[src/rtl/ulkst_pkg.sv]
// Constants shared by the legacy keyboard and mouse trap block.
package ulkst_pkg;

    // Configuration offset and reset value of each trap control copy.
    localparam logic [7:0]  LKM_TRAP_CTRL_OFS = 8'hc0;
    localparam logic [15:0] LKM_TRAP_CTRL_RST = 16'h2000;

    // Bits that software stores in each copy, and bits cleared by writing one.
    localparam logic [15:0] LKM_CTRL_WR_MASK  = 16'h20bf;
    localparam logic [15:0] LKM_W1C_MASK      = 16'h8f00;

    // Field positions in the trap control word.
    localparam int END_PT_FLAG_BIT    = 15;
    localparam int PCI_IRQ_GATE_BIT   = 13;
    localparam int USB_IRQ_FLAG_BIT   = 12;
    localparam int TRAP_FLAG_LSB      = 8;
    localparam int END_PT_SMI_EN_BIT  = 7;
    localparam int PT_ACTIVE_BIT      = 6;
    localparam int PT_EN_BIT          = 5;
    localparam int USB_SMI_EN_BIT     = 4;
    localparam int TRAP_EN_LSB        = 0;

    // Order of the four port traps inside the flag and enable nibbles.
    localparam int TRAP_DATA_RD = 0;
    localparam int TRAP_DATA_WR = 1;
    localparam int TRAP_CMD_RD  = 2;
    localparam int TRAP_CMD_WR  = 3;

    // Legacy controller I/O ports and the gate command sequence.
    localparam logic [15:0] DATA_PORT_ADDR = 16'h0060;
    localparam logic [15:0] CMD_PORT_ADDR  = 16'h0064;
    localparam logic [7:0]  GATE_CMD_BYTE  = 8'hd1;
    localparam int          GATE_DATA_BIT  = 1;
    localparam logic        GATE_RST_VAL   = 1'b1;

    // States of the gate pass-through sequencer.
    typedef enum logic { PT_IDLE, PT_CMD_SEEN } ulkst_pt_state_t;

endpackage

[src/rtl/ulkst_pt_if.sv]
// Signals between the trap core and the pass-through sequencer.
`timescale 1ns/1ns
interface ulkst_pt_if;
    logic       cmd_wr;       // Host write to the command port.
    logic       data_wr;      // Host write to the data port.
    logic [7:0] wdata;        // Byte of the host write.
    logic       pt_en;        // Combined pass-through enable.
    logic       evt;          // Some trap or controller event this cycle.
    logic       suppress;     // The current write belongs to the gate sequence.
    logic       active;       // Sequencer is part-way through a sequence.
    logic       end_pending;  // Sequence ended with an event pending.
    logic       gate;         // Address line gate level.

    modport fsm  (input cmd_wr, data_wr, wdata, pt_en, evt,
                  output suppress, active, end_pending, gate);
    modport core (output cmd_wr, data_wr, wdata, pt_en, evt,
                  input suppress, active, end_pending, gate);
endinterface

[src/rtl/ulkst_ctrl_copy.sv]
// One controller's own copy of the stored trap control bits.
`timescale 1ns/1ns
module ulkst_ctrl_copy (
    input  wire logic        clk_in,    // Core clock.
    input  wire logic        rst_n_in,  // Synchronous reset, active low.
    input  wire logic        wr_in,     // Write to this copy.
    input  wire logic [1:0]  be_in,     // Byte enables of the write.
    input  wire logic [15:0] wdata_in,  // Write data.
    output logic      [15:0] ctrl_out   // Stored bits of this copy.
);

    logic [15:0] ctrl_r;
    logic [15:0] ctrl_nxt;
    logic [15:0] wmask;

    // Only enabled byte lanes of the stored bits take new data.
    assign wmask    = wr_in ? ({{8{be_in[1]}}, {8{be_in[0]}}} & ulkst_pkg::LKM_CTRL_WR_MASK)
                            : 16'h0000;
    assign ctrl_nxt = (ctrl_r & ~wmask) | (wdata_in & wmask);
    assign ctrl_out = ctrl_r;

    // The copy starts with the controller interrupt gate open.
    always_ff @(posedge clk_in)
    begin
        if (!rst_n_in)
            ctrl_r <= ulkst_pkg::LKM_TRAP_CTRL_RST;
        else
            ctrl_r <= ctrl_nxt;
    end

endmodule

[src/rtl/ulkst_pt_fsm.sv]
// Sequencer that lets the address line gate write pair pass untrapped.
`timescale 1ns/1ns
module ulkst_pt_fsm (
    input  wire logic clk_in,   // Core clock.
    input  wire logic rst_n_in, // Synchronous reset, active low.
    ulkst_pt_if.fsm   pt        // Link to the trap core.
);

    ulkst_pkg::ulkst_pt_state_t state_r;
    ulkst_pkg::ulkst_pt_state_t state_nxt;
    logic pending_r;
    logic pending_nxt;
    logic end_pending_r;
    logic gate_r;
    logic cmd_gate;
    logic finish;
    logic abort;
    logic leave;

    // Recognise the command byte, the closing data write and any break.
    assign cmd_gate    = pt.pt_en && pt.cmd_wr && (pt.wdata == ulkst_pkg::GATE_CMD_BYTE);
    assign finish      = (state_r == ulkst_pkg::PT_CMD_SEEN) && pt.pt_en && pt.data_wr;
    assign abort       = (state_r == ulkst_pkg::PT_CMD_SEEN)
                         && (!pt.pt_en || (pt.cmd_wr && !cmd_gate));
    assign leave       = finish || abort;
    assign pt.suppress = cmd_gate || finish;
    assign pt.active   = (state_r == ulkst_pkg::PT_CMD_SEEN);
    assign pt.end_pending = end_pending_r;
    assign pt.gate     = gate_r;
    assign pending_nxt = (leave || (state_r == ulkst_pkg::PT_IDLE)) ? 1'b0
                                                                   : (pending_r || pt.evt);

    // Next state: command write opens, data write or a break closes.
    always_comb
    begin
        state_nxt = state_r;
        case (state_r)
            ulkst_pkg::PT_IDLE:
                if (cmd_gate)
                    state_nxt = ulkst_pkg::PT_CMD_SEEN;
            ulkst_pkg::PT_CMD_SEEN:
                if (leave)
                    state_nxt = ulkst_pkg::PT_IDLE;
            default:
                state_nxt = ulkst_pkg::PT_IDLE;
        endcase
    end

    // State, pending event, end report and gate level.
    always_ff @(posedge clk_in)
    begin
        if (!rst_n_in)
        begin
            state_r       <= ulkst_pkg::PT_IDLE;
            pending_r     <= 1'b0;
            end_pending_r <= 1'b0;
            gate_r        <= ulkst_pkg::GATE_RST_VAL;
        end
        else
        begin
            state_r       <= state_nxt;
            pending_r     <= pending_nxt;
            end_pending_r <= leave && (pending_r || pt.evt);
            gate_r        <= finish ? pt.wdata[ulkst_pkg::GATE_DATA_BIT] : gate_r;
        end
    end
endmodule

[src/rtl/usb_legacy_kbd_smi_trap.sv]
// Legacy keyboard and mouse trap block with pass-through and interrupt logic.
//
// Operation
// - Each controller keeps its own copy; enables OR together, status is shared.
// - End-of-pass-through flag sets when a sequence ends pending; write one clears.
// - Bit 13 gates each controller's PCI interrupt and resets to one.
// - Bit 12 shows this controller's raw interrupt, before the bit 13 gate.
// - Writing one to bit 12 does nothing; software clears it inside the controller.
// - Bit 11 latches on command port writes regardless of enable; write one clears.
// - Bit 10 latches on command port reads regardless of enable; write one clears.
// - Bit 9 latches on data port writes regardless of enable; write one clears.
// - Bit 8 latches on data port reads regardless of enable; write one clears.
// - With bit 5 set the gate write sequence sets no trap flag.
// - Bit 7 lets the end-of-pass-through flag raise the management interrupt.
// - Bit 6 reads one while a gate sequence is part-way through.
// - Enable bits 3 to 0 let flags 11 to 8 raise the interrupt.
// - Enable bit 4 lets a controller interrupt raise the interrupt.
`timescale 1ns/1ns
module usb_legacy_kbd_smi_trap #(
    parameter int N_FUNC = 3,  // Number of host controller functions.
    parameter int FUNC_W = 2   // Width of the function select.
) (
    input  wire logic              REF_CLK_IN,          // Core clock, 100 MHz.
    input  wire logic              RESETN_IN,           // Synchronous reset, active low.
    input  wire logic              CFG_WR_IN,           // Configuration write strobe.
    input  wire logic              CFG_RD_IN,           // Configuration read strobe.
    input  wire logic [FUNC_W-1:0] CFG_FUNC_IN,         // Addressed controller function.
    input  wire logic [7:0]        CFG_ADDR_IN,         // Configuration byte offset.
    input  wire logic [1:0]        CFG_BE_IN,           // Byte enables of the write.
    input  wire logic [15:0]       CFG_WDATA_IN,        // Configuration write data.
    output logic      [15:0]       CFG_RDATA_OUT,       // Registered read data.
    output logic                   CFG_RVALID_OUT,      // Read data valid pulse.
    input  wire logic              IO_RD_IN,            // Host I/O read cycle.
    input  wire logic              IO_WR_IN,            // Host I/O write cycle.
    input  wire logic [15:0]       IO_ADDR_IN,          // Host I/O address.
    input  wire logic [7:0]        IO_WDATA_IN,         // Host I/O write byte.
    input  wire logic [N_FUNC-1:0] USB_IRQ_IN,          // Raw controller interrupts.
    output logic      [N_FUNC-1:0] PCI_IRQ_OUT,         // Gated controller interrupts.
    output logic                   SYS_MGMT_IRQ_N_OUT,  // Management interrupt, active low.
    output logic                   ADDR_LINE_GATE_OUT   // Address line gate level.
);

    // Control copies, their combined enables and the shared status.
    logic [15:0]       ctrl_q [N_FUNC];
    logic [15:0]       en_or;
    logic [N_FUNC-1:0] pci_gate;
    logic [3:0]        flags_r;
    logic [3:0]        flags_nxt;
    logic              end_flag_r;
    logic              end_flag_nxt;
    logic              smi_n_r;
    logic              smi_cond;
    logic [N_FUNC-1:0] pci_irq_r;
    logic [15:0]       rdata_r;
    logic [15:0]       rdata_nxt;
    logic              rvalid_r;

    // Decode of the configuration and host I/O cycles.
    wire               reg_hit;
    wire               reg_wr;
    wire [15:0]        lane_mask;
    wire [15:0]        w1c_clr;
    wire               data_hit;
    wire               cmd_hit;
    wire [3:0]         trap_evt;
    wire [15:0]        ctrl_sel;
    wire               usb_sel;
    wire [15:0]        rd_word;
    wire               kept_wr;

    ulkst_pt_if pt_bus ();

    // Address decode of the trap control word for an existing function.
    assign reg_hit   = (CFG_ADDR_IN == ulkst_pkg::LKM_TRAP_CTRL_OFS)
                       && (int'(CFG_FUNC_IN) < N_FUNC);
    assign reg_wr    = CFG_WR_IN && reg_hit;
    assign lane_mask = {{8{CFG_BE_IN[1]}}, {8{CFG_BE_IN[0]}}};
    assign w1c_clr   = reg_wr ? (CFG_WDATA_IN & lane_mask & ulkst_pkg::LKM_W1C_MASK)
                              : 16'h0000;

    // One stored copy per controller; each sees only writes aimed at it.
    genvar f;
    generate
        for (f = 0; f < N_FUNC; f++)
        begin : g_func
            ulkst_ctrl_copy u_copy (
                .clk_in   (REF_CLK_IN),
                .rst_n_in (RESETN_IN),
                .wr_in    (reg_wr && (CFG_FUNC_IN == FUNC_W'(f))),
                .be_in    (CFG_BE_IN),
                .wdata_in (CFG_WDATA_IN),
                .ctrl_out (ctrl_q[f])
            );
            assign pci_gate[f] = ctrl_q[f][ulkst_pkg::PCI_IRQ_GATE_BIT];
        end
    endgenerate

    // Enable bits of all copies act together.
    always_comb
    begin
        en_or = 16'h0000;
        for (int i = 0; i < N_FUNC; i++)
            en_or = en_or | ctrl_q[i];
    end

    // Host cycles to the two legacy ports, less the gate sequence writes.
    assign data_hit = (IO_ADDR_IN == ulkst_pkg::DATA_PORT_ADDR);
    assign cmd_hit  = (IO_ADDR_IN == ulkst_pkg::CMD_PORT_ADDR);
    assign trap_evt[ulkst_pkg::TRAP_DATA_RD] = IO_RD_IN && data_hit;
    assign kept_wr  = IO_WR_IN && !pt_bus.suppress;
    assign trap_evt[ulkst_pkg::TRAP_DATA_WR] = kept_wr && data_hit;
    assign trap_evt[ulkst_pkg::TRAP_CMD_RD]  = IO_RD_IN && cmd_hit;
    assign trap_evt[ulkst_pkg::TRAP_CMD_WR]  = kept_wr && cmd_hit;

    // Feed the sequencer with host writes and pending events.
    assign pt_bus.cmd_wr  = IO_WR_IN && cmd_hit;
    assign pt_bus.data_wr = IO_WR_IN && data_hit;
    assign pt_bus.wdata   = IO_WDATA_IN;
    assign pt_bus.pt_en   = en_or[ulkst_pkg::PT_EN_BIT];
    assign pt_bus.evt     = (|trap_evt) || (|USB_IRQ_IN);

    ulkst_pt_fsm u_pt_fsm (
        .clk_in   (REF_CLK_IN),
        .rst_n_in (RESETN_IN),
        .pt       (pt_bus)
    );

    // Shared flags: a new event wins over a clear in the same cycle.
    assign flags_nxt    = (flags_r & ~w1c_clr[ulkst_pkg::TRAP_FLAG_LSB +: 4]) | trap_evt;
    assign end_flag_nxt = (end_flag_r && !w1c_clr[ulkst_pkg::END_PT_FLAG_BIT])
                          || pt_bus.end_pending;

    // Management interrupt condition from flags and their combined enables.
    assign smi_cond = (|(flags_r & en_or[ulkst_pkg::TRAP_EN_LSB +: 4]))
                      || ((|USB_IRQ_IN) && en_or[ulkst_pkg::USB_SMI_EN_BIT])
                      || (end_flag_r && en_or[ulkst_pkg::END_PT_SMI_EN_BIT]);

    // Read word of the addressed copy; bit 12 is the live raw interrupt.
    assign ctrl_sel = ctrl_q[CFG_FUNC_IN];
    assign usb_sel  = USB_IRQ_IN[CFG_FUNC_IN];
    assign rd_word  = {end_flag_r, 1'b0, ctrl_sel[ulkst_pkg::PCI_IRQ_GATE_BIT],
                       usb_sel, flags_r, ctrl_sel[ulkst_pkg::END_PT_SMI_EN_BIT],
                       pt_bus.active, ctrl_sel[ulkst_pkg::PT_EN_BIT:0]};
    assign rdata_nxt = (CFG_RD_IN && reg_hit) ? rd_word : 16'h0000;

    // Status flags and the registered outputs.
    always_ff @(posedge REF_CLK_IN)
    begin
        if (!RESETN_IN)
        begin
            flags_r    <= 4'h0;
            end_flag_r <= 1'b0;
            smi_n_r    <= 1'b1;
            pci_irq_r  <= '0;
            rdata_r    <= 16'h0000;
            rvalid_r   <= 1'b0;
        end
        else
        begin
            flags_r    <= flags_nxt;
            end_flag_r <= end_flag_nxt;
            smi_n_r    <= !smi_cond;
            pci_irq_r  <= USB_IRQ_IN & pci_gate;
            rdata_r    <= rdata_nxt;
            rvalid_r   <= CFG_RD_IN;
        end
    end

    assign CFG_RDATA_OUT      = rdata_r;
    assign CFG_RVALID_OUT     = rvalid_r;
    assign PCI_IRQ_OUT        = pci_irq_r;
    assign SYS_MGMT_IRQ_N_OUT = smi_n_r;
    assign ADDR_LINE_GATE_OUT = pt_bus.gate;
endmodule

[config.mk]
export PLATFORM = sky130hd
export DESIGN_NAME = usb_legacy_kbd_smi_trap
export DESIGN_NICKNAME = d
export VERILOG_FILES = /design/src/rtl/ulkst_pkg.sv /design/src/rtl/ulkst_pt_if.sv /design/src/rtl/ulkst_ctrl_copy.sv /design/src/rtl/ulkst_pt_fsm.sv /design/src/rtl/usb_legacy_kbd_smi_trap.sv
export SDC_FILE = /design/constraint.sdc
export NUM_CORES = 1
export LEC_CHECK = 0
export ABC_CLOCK_PERIOD_IN_PS = 2190
export BUFFER_PORTS_ARGS = -buffer_cell sky130_fd_sc_hd__buf_2
export CORE_ASPECT_RATIO = 0.5
export CORE_MARGIN = 1
export CORE_UTILIZATION = 35
export DETAILED_ROUTE_END_ITERATION = 6
export SETUP_SLACK_MARGIN = 0.02
export SLEW_MARGIN = 20
export SYNTH_ARGS = -nofsm -noshare
export SYNTH_HDL_FRONTEND = slang
export SYNTH_SLANG_ARGS = --single-unit
export TNS_END_PERCENT = 1
[constraint.sdc]
create_clock -name REF_CLK_IN -period 2.19 [get_ports REF_CLK_IN]
set_input_delay 0.219 -clock REF_CLK_IN [delete_from_list [all_inputs] [get_ports REF_CLK_IN]]
set_output_delay 0.219 -clock REF_CLK_IN [all_outputs]
set_load 0.05 [all_outputs]
# After elaboration in Yosys (flattened, before gate mapping)

Cells that the tools add are included.

Equal/unequal tests: 6
$lt $le $gt $ge: 3
Muxes and demuxes: 12
Reduce and logical (&&, ||, !) cells: 43
Bitwise logic cells: 23

Operator list:

| cell                                                        | number |
|---|---|
| AND 16 bit                                                  | 7 |
| 2-to-1 mux 14 bit                                           | 5 |
| inverter 16 bit                                             | 3 |
| bitwise OR 16 bit                                           | 3 |
| binary-select mux 16 bit (select 2 bit)                     | 1 |
| equality test 16 x 7 -> 1 bit (second input constant)       | 2 |
| logical AND 1 bit                                           | 23 |
| equality test 8 bit (second input constant)                 | 2 |
| 2-to-1 mux 16 bit                                           | 1 |
| bitwise OR 8 bit                                            | 2 |
| logical OR 1 bit                                            | 9 |
| AND 4 bit                                                   | 2 |
| OR reduction 4 bit                                          | 2 |
| zero test 1 bit                                             | 5 |
| inverter 4 bit                                              | 1 |
| bitwise OR 4 bit                                            | 1 |
| AND 3 bit                                                   | 1 |
| greater-or-equal comparator 3 bit (second input constant)   | 1 |
| less-than comparator 2 x 3 -> 1 bit (second input constant) | 1 |
| 2-to-1 mux 1 bit                                            | 3 |
| inverter 2 -> 3 bit                                         | 1 |
| OR reduction 3 bit                                          | 1 |
| binary-select mux 1 bit (select 2 bit)                      | 1 |
| equality test 2 x 1 -> 1 bit (second input constant)        | 1 |
| other kinds (7)                                             | 8 |

Bits of input ports: 61
Output and inout port bits: 22
Logic and storage cells: 101
Register bits after elaboration: 78

# Longest topological paths before layout

Gate-level depths: netlist of the first run.

Depth in word-level cells: 12
Depth in mapped cells: 5
Depth with buffers taken out: 4

# Hierarchy

Synthesis of the first run repeated with hierarchy kept, for this count alone.

Cells, all modules: 286
Area total of the unflattened synthesis: 2626.3 sq um

By module, submodules not included:

| module                  | area each (sq um) | sequential area each (sq um) | cells each | times used |
|---|---|---|---|---|
| ulkst_ctrl_copy         | 416.6             | 160.2                        | 45         | 3 |
| usb_legacy_kbd_smi_trap | 1174.9            | 500.5                        | 130        | 1 |
| ulkst_pt_fsm            | 201.4             | 80.1                         | 21         | 1 |

# Worst setup path after synthesis of the first run

OpenSTA, ideal clock, no wires.

Kind: in2reg
From: input CFG_ADDR_IN[1]
To: register with a tool-made name
Setup time: 128 ps
Buffers on the path: 0
Slack: 463 ps
Arrival: 1600 ps
Stages: 4
Required time: 2062 ps
Cell sequence: or4_4 nor4_4 mux2i_1 nor2_1

RTL lines:

| element     | line                          | text |
|---|---|---|
| from (decl) | usb_legacy_kbd_smi_trap.sv:28 | `input wire logic [7:0] CFG_ADDR_IN,` |

==> results of run 1 <==
==> logic make-up (layout without fill, tap and decap cells) <==
group / Yosys count / count (layout)
DFF: 53 / 53
muxes: 30 / 30
and+or+nand+nor: 93 / 93
AOI/OAI and AO/OA: 42 / 42
other: 1 / 1
buffers and inverters: 16 / 98
==> synthesized netlist by cell type (all sizes together) (2+ instances only) <==
cell type	number
a21boi	2
a21oi	12
a311oi	2
a31oi	3
and2	3
and3	12
and4	2
buf	2
clkbuf	8
dfxtp	53
inv	6
mux2i	30
nand2	8
nand2b	3
nand4	3
nor2	41
nor2b	3
nor3	3
nor4	4
nor4b	4
o21a	2
o21ai	5
o311ai	3
o31ai	6
==> stage by stage <==
step                      util [%]  cell area, µm²  setup WS (ps)
final                         47.7            2910            534
after global routing          47.7            2910            398
after CTS                     47.7            2910            531
after detailed placement      44.8            2740            351
after global placement        44.8            2740            338
after floorplan                  -            2230            463
==> critical path, stage by stage, from the launching register on <==
cell and delay, ps:
dfxtp_1 340, or3_1 470, nand4_1 140, a211oi_1 90
a2111oi_0 470
==> power by group through the flow <==
stage | Sequential, mW | Clock, mW | Combinational, mW
after floorplan | 1.00 | 0 | 0.0541
after global placement | 0.990 | 0 | 0.142
after detailed placement | 0.990 | 0 | 0.146
after CTS | 0.968 | 0.921 | 0.146
after global routing | 0.968 | 0.963 | 0.158
final | 0.968 | 0.905 | 0.146
==> final cells by class <==
type                       instances  area [µm²]
clock buffer                       7         143
clock inverter                     1        30.0
fill                             629        3200
inverter                           6        22.5
multi-input combinational        166        1110
sequential                        53        1060
tap                               88         110
timing repair buffer              84         435
==> worst max path at each step <==
stage                         from                 endpoint  slack (ps)  cells past startpoint
floorplan           CFG_ADDR_IN[1]                     flop         460                      4
global placement     IO_ADDR_IN[4]  u_pt_fsm.pt.end_pending         340                      5
detailed placement  CFG_ADDR_IN[1]                     flop         350                      6
CTS                           flop  u_pt_fsm.pt.end_pending         530                      4
global route                  flop  u_pt_fsm.pt.end_pending         400                      4
finish                        flop  u_pt_fsm.pt.end_pending         530                      4
==> metal layers <==
| metal | global-route usage (%) | up-vias | share of wire [%] |
|---|---|---|---|
| met2 | 30.4 | 62 | 49 |
| met1 | 20.8 | 937 | 45 |
| met4 | 2.78 | 0 | 0 |
| met5 | 0 | - | 0 |
| li1 | - | 1013 | - |
| met3 | 4.63 | 0 | 6.6 |
==> impl_metrics.ini, run 1 <==
[synthesis]
ys_types = 41
synthXorXnorAreaFrac_pct = 0
synth_top_cell_by_area = dfxtp_1
ys.flop_type = dfxtp_1
synthCells = 235
synth_compound_area_share_pct = 12.8
synth_top_area_share_pct = 47.5
synth_seq_area_share_pct = 47.5
synth-edff-count = 0
muxShareOfSynthArea_pct = 13.4
synth_seq_cells = 53
ys_warn_count = 0
async_flop_share_pct = 0
syn_area_um2 = 2230
synth_nets = 296
yosys-top-cells-area = dfxtp_1 (48%), mux2i_1 (13%), nor2_1 (6.9%)
synthSimpleGateAreaFrac_pct = 23.2
synth.avg_cell_area_um2 = 9.50
synth_top_family_by_area = simple AND/OR/NAND/NOR gates
synthAdderAreaFrac_pct = 0

[sta]
rsz0062_at_grt = no
max_slew_margin_pct = 49.3
whs_ps = 119
finalCritPeriodShare_pct = 75.6
finalHoldViolations = 0
setup_viol = 0
fin_setup_tns_ps = 0
worst_pin_slew_ps = 759
period_needed_ps = 1660
fmax_mhz = 604
fin_skew_ps = 3.64
finalMaxSlewViolations = 0

[final_layout]
final_common_cell = buf_2
antennaDiodeCount = 0
drive_gt1_share_pct = 30.0
layout_common_cells = buf_2 (78), dfxtp_1 (53), nor2_1 (41), mux2i_1 (30)
area_growth_pct = 30.3
fin_cells = 405
nets = 377

[clocking]
cts_max_level = 2
cts_buffer_depth = 2
cts-root-buf = clkbuf_16
insertion_delay_ps = 290
cts.sinks = 53
cts_tree = built
post_cts_resized = 0
post-cts-setup-buffers = 0
cts-buffers-inserted = 5
cts_hold_buf = 0
path_clk_slew_ps = 70

[floorplan]
ios = 83
die_area_um2 = 6720
rows = 20
die_x_um = 115
start_util_pct = 36.6
design.core.area_um2 = 6110
die_h_um = 58.5

[detailed_routing]
drt_iter0_markers = 112
num_vias = 2012
finalWirelength_mm = 5.47
drc = 0
ant_nets = 0
firstDrtPassIters = 4
route.detailed.wl_per_inst_um = 13.5
routed_via_density = 4.97

[pwr]
swShare_pct = 20.9
total_power_mw = 2.02
intPower_mw = 1.60
power_frac_clock_pct = 44.8
p_per_area_nw_per_um2 = 694
combPwrFrac_pct = 7.2
p_leak_nw = 1.37
p_seq_share_pct = 48.0
peakVddDrop_uv = 302
switchingPower_mw = 0.421

[placement]
hpwl_mm = 4.11
place.port_buffers = 78
place_inst = 397
place_congestion = 0.848

[outcome]
outcome = complete, no violations

[setup_path]
crit_type = flop to flop
cp-start-kind = flop
critPathCaptureType = flop
reg2reg_depth = 4
crit_required_ps = 2330
worstPathMaxFanout = 5
r2r_setup_slack_ps = 530
critPathArrivalTime_ps = 1800
r2r-end = u_pt_fsm.pt.end_pending

[hold_path]
hold_path_end = flags_r[0]
hp-start = CFG_WDATA_IN[8]
hold_depth = 2
hp-class = input port to flop

[grt]
grt_overflow = 0
grt_usage_pct = 16.9
grt_max_degree = 25
grt_pass1_wl_mm = 8.73
antenna_found_initial = 0
grt_pass1_vias = 1896

[run]
max_cap_violations = 0
No activity file was read; power rests on OpenSTA's default activity.
==> inputs of run 2 (changes only) <==
- ABC_CLOCK_PERIOD_IN_PS: 2190 -> 1500
- clock period: 2.19 -> 1.5 ns (I/O delays scaled with it)
==> run 2 against run 1 <==
Against the previous run:
- final cell count is 4.0% higher
- sequential share of layout area down 1.5 points
- power up 36%
- utilization rose by 2.0 points
- fmax rose by 24%
- critical endpoint is now u_pt_fsm.pt.gate
==> impl_metrics.ini, run 2 (same netlist as run 1, synthesis figures left out) <==
[pwr]
p_leak_nw = 1.45
p_per_area_nw_per_um2 = 906
peakVddDrop_uv = 421

[grt]
grt_max_degree = 16
groute.layer.met2.usage_pct = 30.6
grt_overflow = 0
grt_pass1_wl_mm = 9.20
grt-busiest-layer = met2
use_met1_pct = 23.0
antenna_found_initial = 0
grt_pass1_vias = 1987
grt_usage_pct = 18.1
grt_util_met3_pct = 3.71

[clocking]
cts-root-buf = clkbuf_16
cts_max_level = 2
cts-buffers-inserted = 5
cts_buffer_depth = 2
cts_tree = built
path_clk_slew_ps = 60
cts.sinks = 53
insertion_delay_ps = 290

[final_layout]
fillers = 574
area_growth_pct = 35.9
layout_common_cells = buf_2 (78), dfxtp_1 (53), nor2_1 (41), mux2i_1 (30), buf_4 (19)
nets = 393
fin_util_pct = 49.7
fin_cells = 421
final_common_cell = buf_2
drive_gt1_share_pct = 33.3
antennaDiodeCount = 0

[setup_path]
crit_required_ps = 1670
critPathArrivalTime_ps = 1500
critPathCaptureType = flop
worstPathMaxFanout = 4
cp-start-kind = flop
crit_type = flop to flop

[placement]
place.port_buffers = 78
place_inst = 413
hpwl_mm = 4.45
place_congestion = 0.819

[sta]
finalHoldViolations = 0
setup_viol = 0
finalCritPeriodShare_pct = 88.7
fmax_mhz = 752
worst_pin_slew_ps = 733
rsz0062_at_grt = no
period_needed_ps = 1330
fin_skew_ps = 3.46
finalMaxSlewViolations = 0
max_slew_margin_pct = 51.0

[floorplan]
die_h_um = 58.5
rows = 20
die_area_um2 = 6720
ios = 83
start_util_pct = 36.6
die_x_um = 115
design.core.area_um2 = 6110

[detailed_routing]
num_vias = 2066
routed_via_density = 4.91
route.detailed.wl_per_inst_um = 13.9
firstDrtPassIters = 4
drt_iter0_markers = 154
finalWirelength_mm = 5.84
ant_nets = 0
drc = 0

[run]
max_cap_violations = 0

[hold_path]
hp-class = input port to flop

[outcome]
outcome = complete, no violations
[run 2: cell count changes in the layout (fill, tap and decap cells not counted)]
cell / delta
buf_12: +3
a2111oi_0: -1
clkbuf_8: -1
a2111oi_1: +1
buf_4: +13
bufinv_16: -1
clkinv_2: +2
[run 2: layout make-up]
| cell class | instances | area, µm² | area share, % |
|---|---|---|---|
| multi-input combinational | 166 | 1110 | 36.6 |
| sequential | 53 | 1060 | 35.0 |
| timing repair buffer | 100 | 593 | 19.5 |
| clock buffer | 6 | 129 | 4.25 |
| tap | 88 | 110 | 3.63 |
| inverter | 6 | 22.5 | 0.742 |
| clock inverter | 2 | 10.0 | 0.330 |
[run 2: per-layer routing]
metal | routed length [µm] | vias up | share of wire [%]
li1 | - | 1040 | -
met1 | 2820 | 969 | 48
met3 | 290 | 5 | 5.0
met4 | 54 | 0 | 0.92
met5 | 0 | - | 0
met2 | 2670 | 52 | 46
[run 2: where the power goes]
part / switching (mW) / leakage (nW) / internal, mW
Sequential: 0.00154 / 0.428 / 1.41
Combinational: 0.131 / 0.954 / 0.0967
Clock: 0.495 / 0.0706 / 0.614
Total: 0.628 / 1.45 / 2.12
[run 2: critical path, stage by stage (launching register included)]
cell      delay [ps]
dfxtp_1          330
or3_1            390
buf_4            160
a41o_1           220
o311ai_0         110
[run 2: timing repair]
item / 4_1_cts / 5_1_grt
gates resized for setup: 0 / 1
hold buffers: 0 / 0
endpoints found under the setup margin: 0 / 1
buffers inserted: 0 / 0
[run 2: per-stage QoR]
stage / total power, mW / setup TNS [ps] / setup WS (ps) / cell area (µm²) / hold WS (ps)
2_1_floorplan: 1.55 / -293 / -19.8 / 2230 / 251
3_5_place_dp: 1.67 / -1150 / -91.3 / 2900 / 353
3_3_place_gp: 1.67 / -754 / -73.8 / 2900 / 348
5_1_grt: 2.85 / 0 / 54.8 / 3040 / 62.0
6_report: 2.75 / 0 / 170 / 3040 / 45.7
4_1_cts: 2.78 / 0 / 63.5 / 3030 / 46.0
[run 2: path summary, 6_finish.rpt]
path              cells past startpoint                    start                to  slack, ps
setup reg to reg                      4                     flop  u_pt_fsm.pt.gate        170
hold reg to reg                       2  u_pt_fsm.pt.end_pending        end_flag_r        500
hold / removal                        2         CFG_WDATA_IN[15]        end_flag_r         50
setup / recovery                      4                     flop  u_pt_fsm.pt.gate        170
==> inputs of run 3 (changes only) <==
- SYNTH_HIERARCHICAL: unset -> 1
==> run 3 against run 2 <==
Against the previous run:
- the run now ends with setup timing left
- power rose by 2.2%
- clock power barely moved
- worst setup slack got worse by 420 ps
- fmax fell by 24%
- via count rose by 9.2%
- critical endpoint is now u_pt_fsm/pending_r
- largest power group unchanged
==> impl_metrics.ini, run 3 <==
[clocking]
cts_max_level = 2
cts_hold_buf = 0
cts_tree = built
cts.sinks = 53
path_clk_slew_ps = 70
insertion_delay_ps = 290
cts-root-buf = clkbuf_16
cts_buffer_depth = 2
cts-buffers-inserted = 5

[pwr]
total_power_mw = 2.81
p_per_area_nw_per_um2 = 868
p_leak_nw = 1.48
peakVddDrop_uv = 520

[grt]
antenna_found_initial = 0
grt_pass1_wl_mm = 9.92
grt_usage_pct = 17.6
grt_pass1_vias = 2127
grt_max_degree = 45
grt_overflow = 0

[setup_path]
worstPathMaxFanout = 3
critPathCaptureType = flop
critPathArrivalTime_ps = 1980
crit_type = flop to flop
crit_required_ps = 1730
worstSetupEndpoint = u_pt_fsm/pending_r
r2r_setup_slack_ps = -250
cp-start-kind = flop
reg2reg_depth = 9
r2r-end = u_pt_fsm/pending_r

[final_layout]
drive_gt1_share_pct = 44.1
final_cell_area_um2 = 3240
antennaDiodeCount = 0
area_growth_pct = 33.0
final_common_cell = buf_2
fin_cells = 448
nets = 417
layout_common_cells = buf_2 (73), dfxtp_1 (52), nand2_1 (31), buf_4 (28), nand4_1 (23)

[sta]
finalHoldViolations = 0
fmax_mhz = 572
setup_viol = 3
fin_skew_ps = 8.64
period_needed_ps = 1750
finalMaxSlewViolations = 0
layout_setup_ws_ps = -250
finalCritPeriodShare_pct = 117
whs_ps = 91.6
rsz0062_at_grt = yes

[detailed_routing]
firstDrtPassIters = 4
ant_nets = 0
routed_via_density = 5.04
drt_iter0_markers = 148
finalWirelength_mm = 6.24
route.detailed.wl_per_inst_um = 13.9
num_vias = 2257
drc = 0

[placement]
place.port_buffers = 78
postPlaceCellArea_um2 = 3040
place_inst = 440
place_congestion = 0.871
hpwl_mm = 4.75

[floorplan]
die_area_um2 = 7310
die_x_um = 120
die_h_um = 61.0
start_util_pct = 36.3
ios = 83
rows = 21
design.core.area_um2 = 6700

[synthesis]
ys_warn_count = 6
synth.avg_cell_area_um2 = 9.40
syn_area_um2 = 2430
synth_nets = 320
synthCells = 259

[hold_path]
hp-class = input port to flop

[outcome]
violations = setup timing
outcome = finished, violations left

[run]
max_cap_violations = 0
-- run 3: power by group --
part           total, mW  leakage (nW)  internal (mW)  switching, mW
clock network       1.13        0.0690          0.655          0.477
registers           1.41         0.428           1.41        0.00127
logic              0.266         0.987          0.116          0.150
-- run 3: metal layers --
layer  track usage [%]  wire, µm
met5                 0         0
met4              4.64        70
met2              30.4      2860
met3              3.76       377
met1              23.0      2930
-- run 3: through the flow --
stage               worst slack [ps]  setup TNS [ps]  utilization, %
detailed placement              -583           -2620            45.3
global route                    -381            -858            48.3
finish                          -250            -437            48.3
CTS                             -231            -399            47.8
global placement                -510           -2040            45.3
floorplan                       -306            -481               -
-- run 3: cell type report --
| cell class | count | area, µm² |
|---|---|---|
| fill | 624 | 3460 |
| timing repair buffer | 106 | 632 |
| clock inverter | 1 | 7.51 |
| tap | 92 | 115 |
| multi-input combinational | 186 | 1270 |
| sequential | 53 | 1060 |
| clock buffer | 6 | 139 |
| inverter | 4 | 15.0 |
-- run 3: worst min-delay path by stage --
stage / start / end / slack (ps) / cells after the start
3_3_place_gp: IO_WDATA_IN[1] / u_pt_fsm/pt.gate / 390 / 3
5_1_grt: IO_WDATA_IN[1] / u_pt_fsm/pt.gate / 120 / 3
3_5_place_dp: IO_WDATA_IN[1] / u_pt_fsm/pt.gate / 390 / 3
4_1_cts: IO_WDATA_IN[1] / u_pt_fsm/pt.gate / 90 / 3
2_1_floorplan: RESETN_IN / u_pt_fsm/pt.gate / 210 / 1
6_report: IO_WDATA_IN[1] / u_pt_fsm/pt.gate / 90 / 3
-- run 3: worst max-delay path: stages (launching register included) --
cell and delay, ps:
dfxtp_2 320, or3_4 400, and4b_1 200, nand4_1 100
nand2_1 90, nor2_2 100, nor2_1 50, o21ai_1 110
o211ai_1 110, and3b_1 220
-- run 3: repair_timing --
item,in CTS,in global routing
gates cloned,0,0
resized for setup,3,7
endpoints found under the setup margin,4,5
endpoints found under the hold margin,0,0
buffers inserted,1,0
pin swaps,3,0
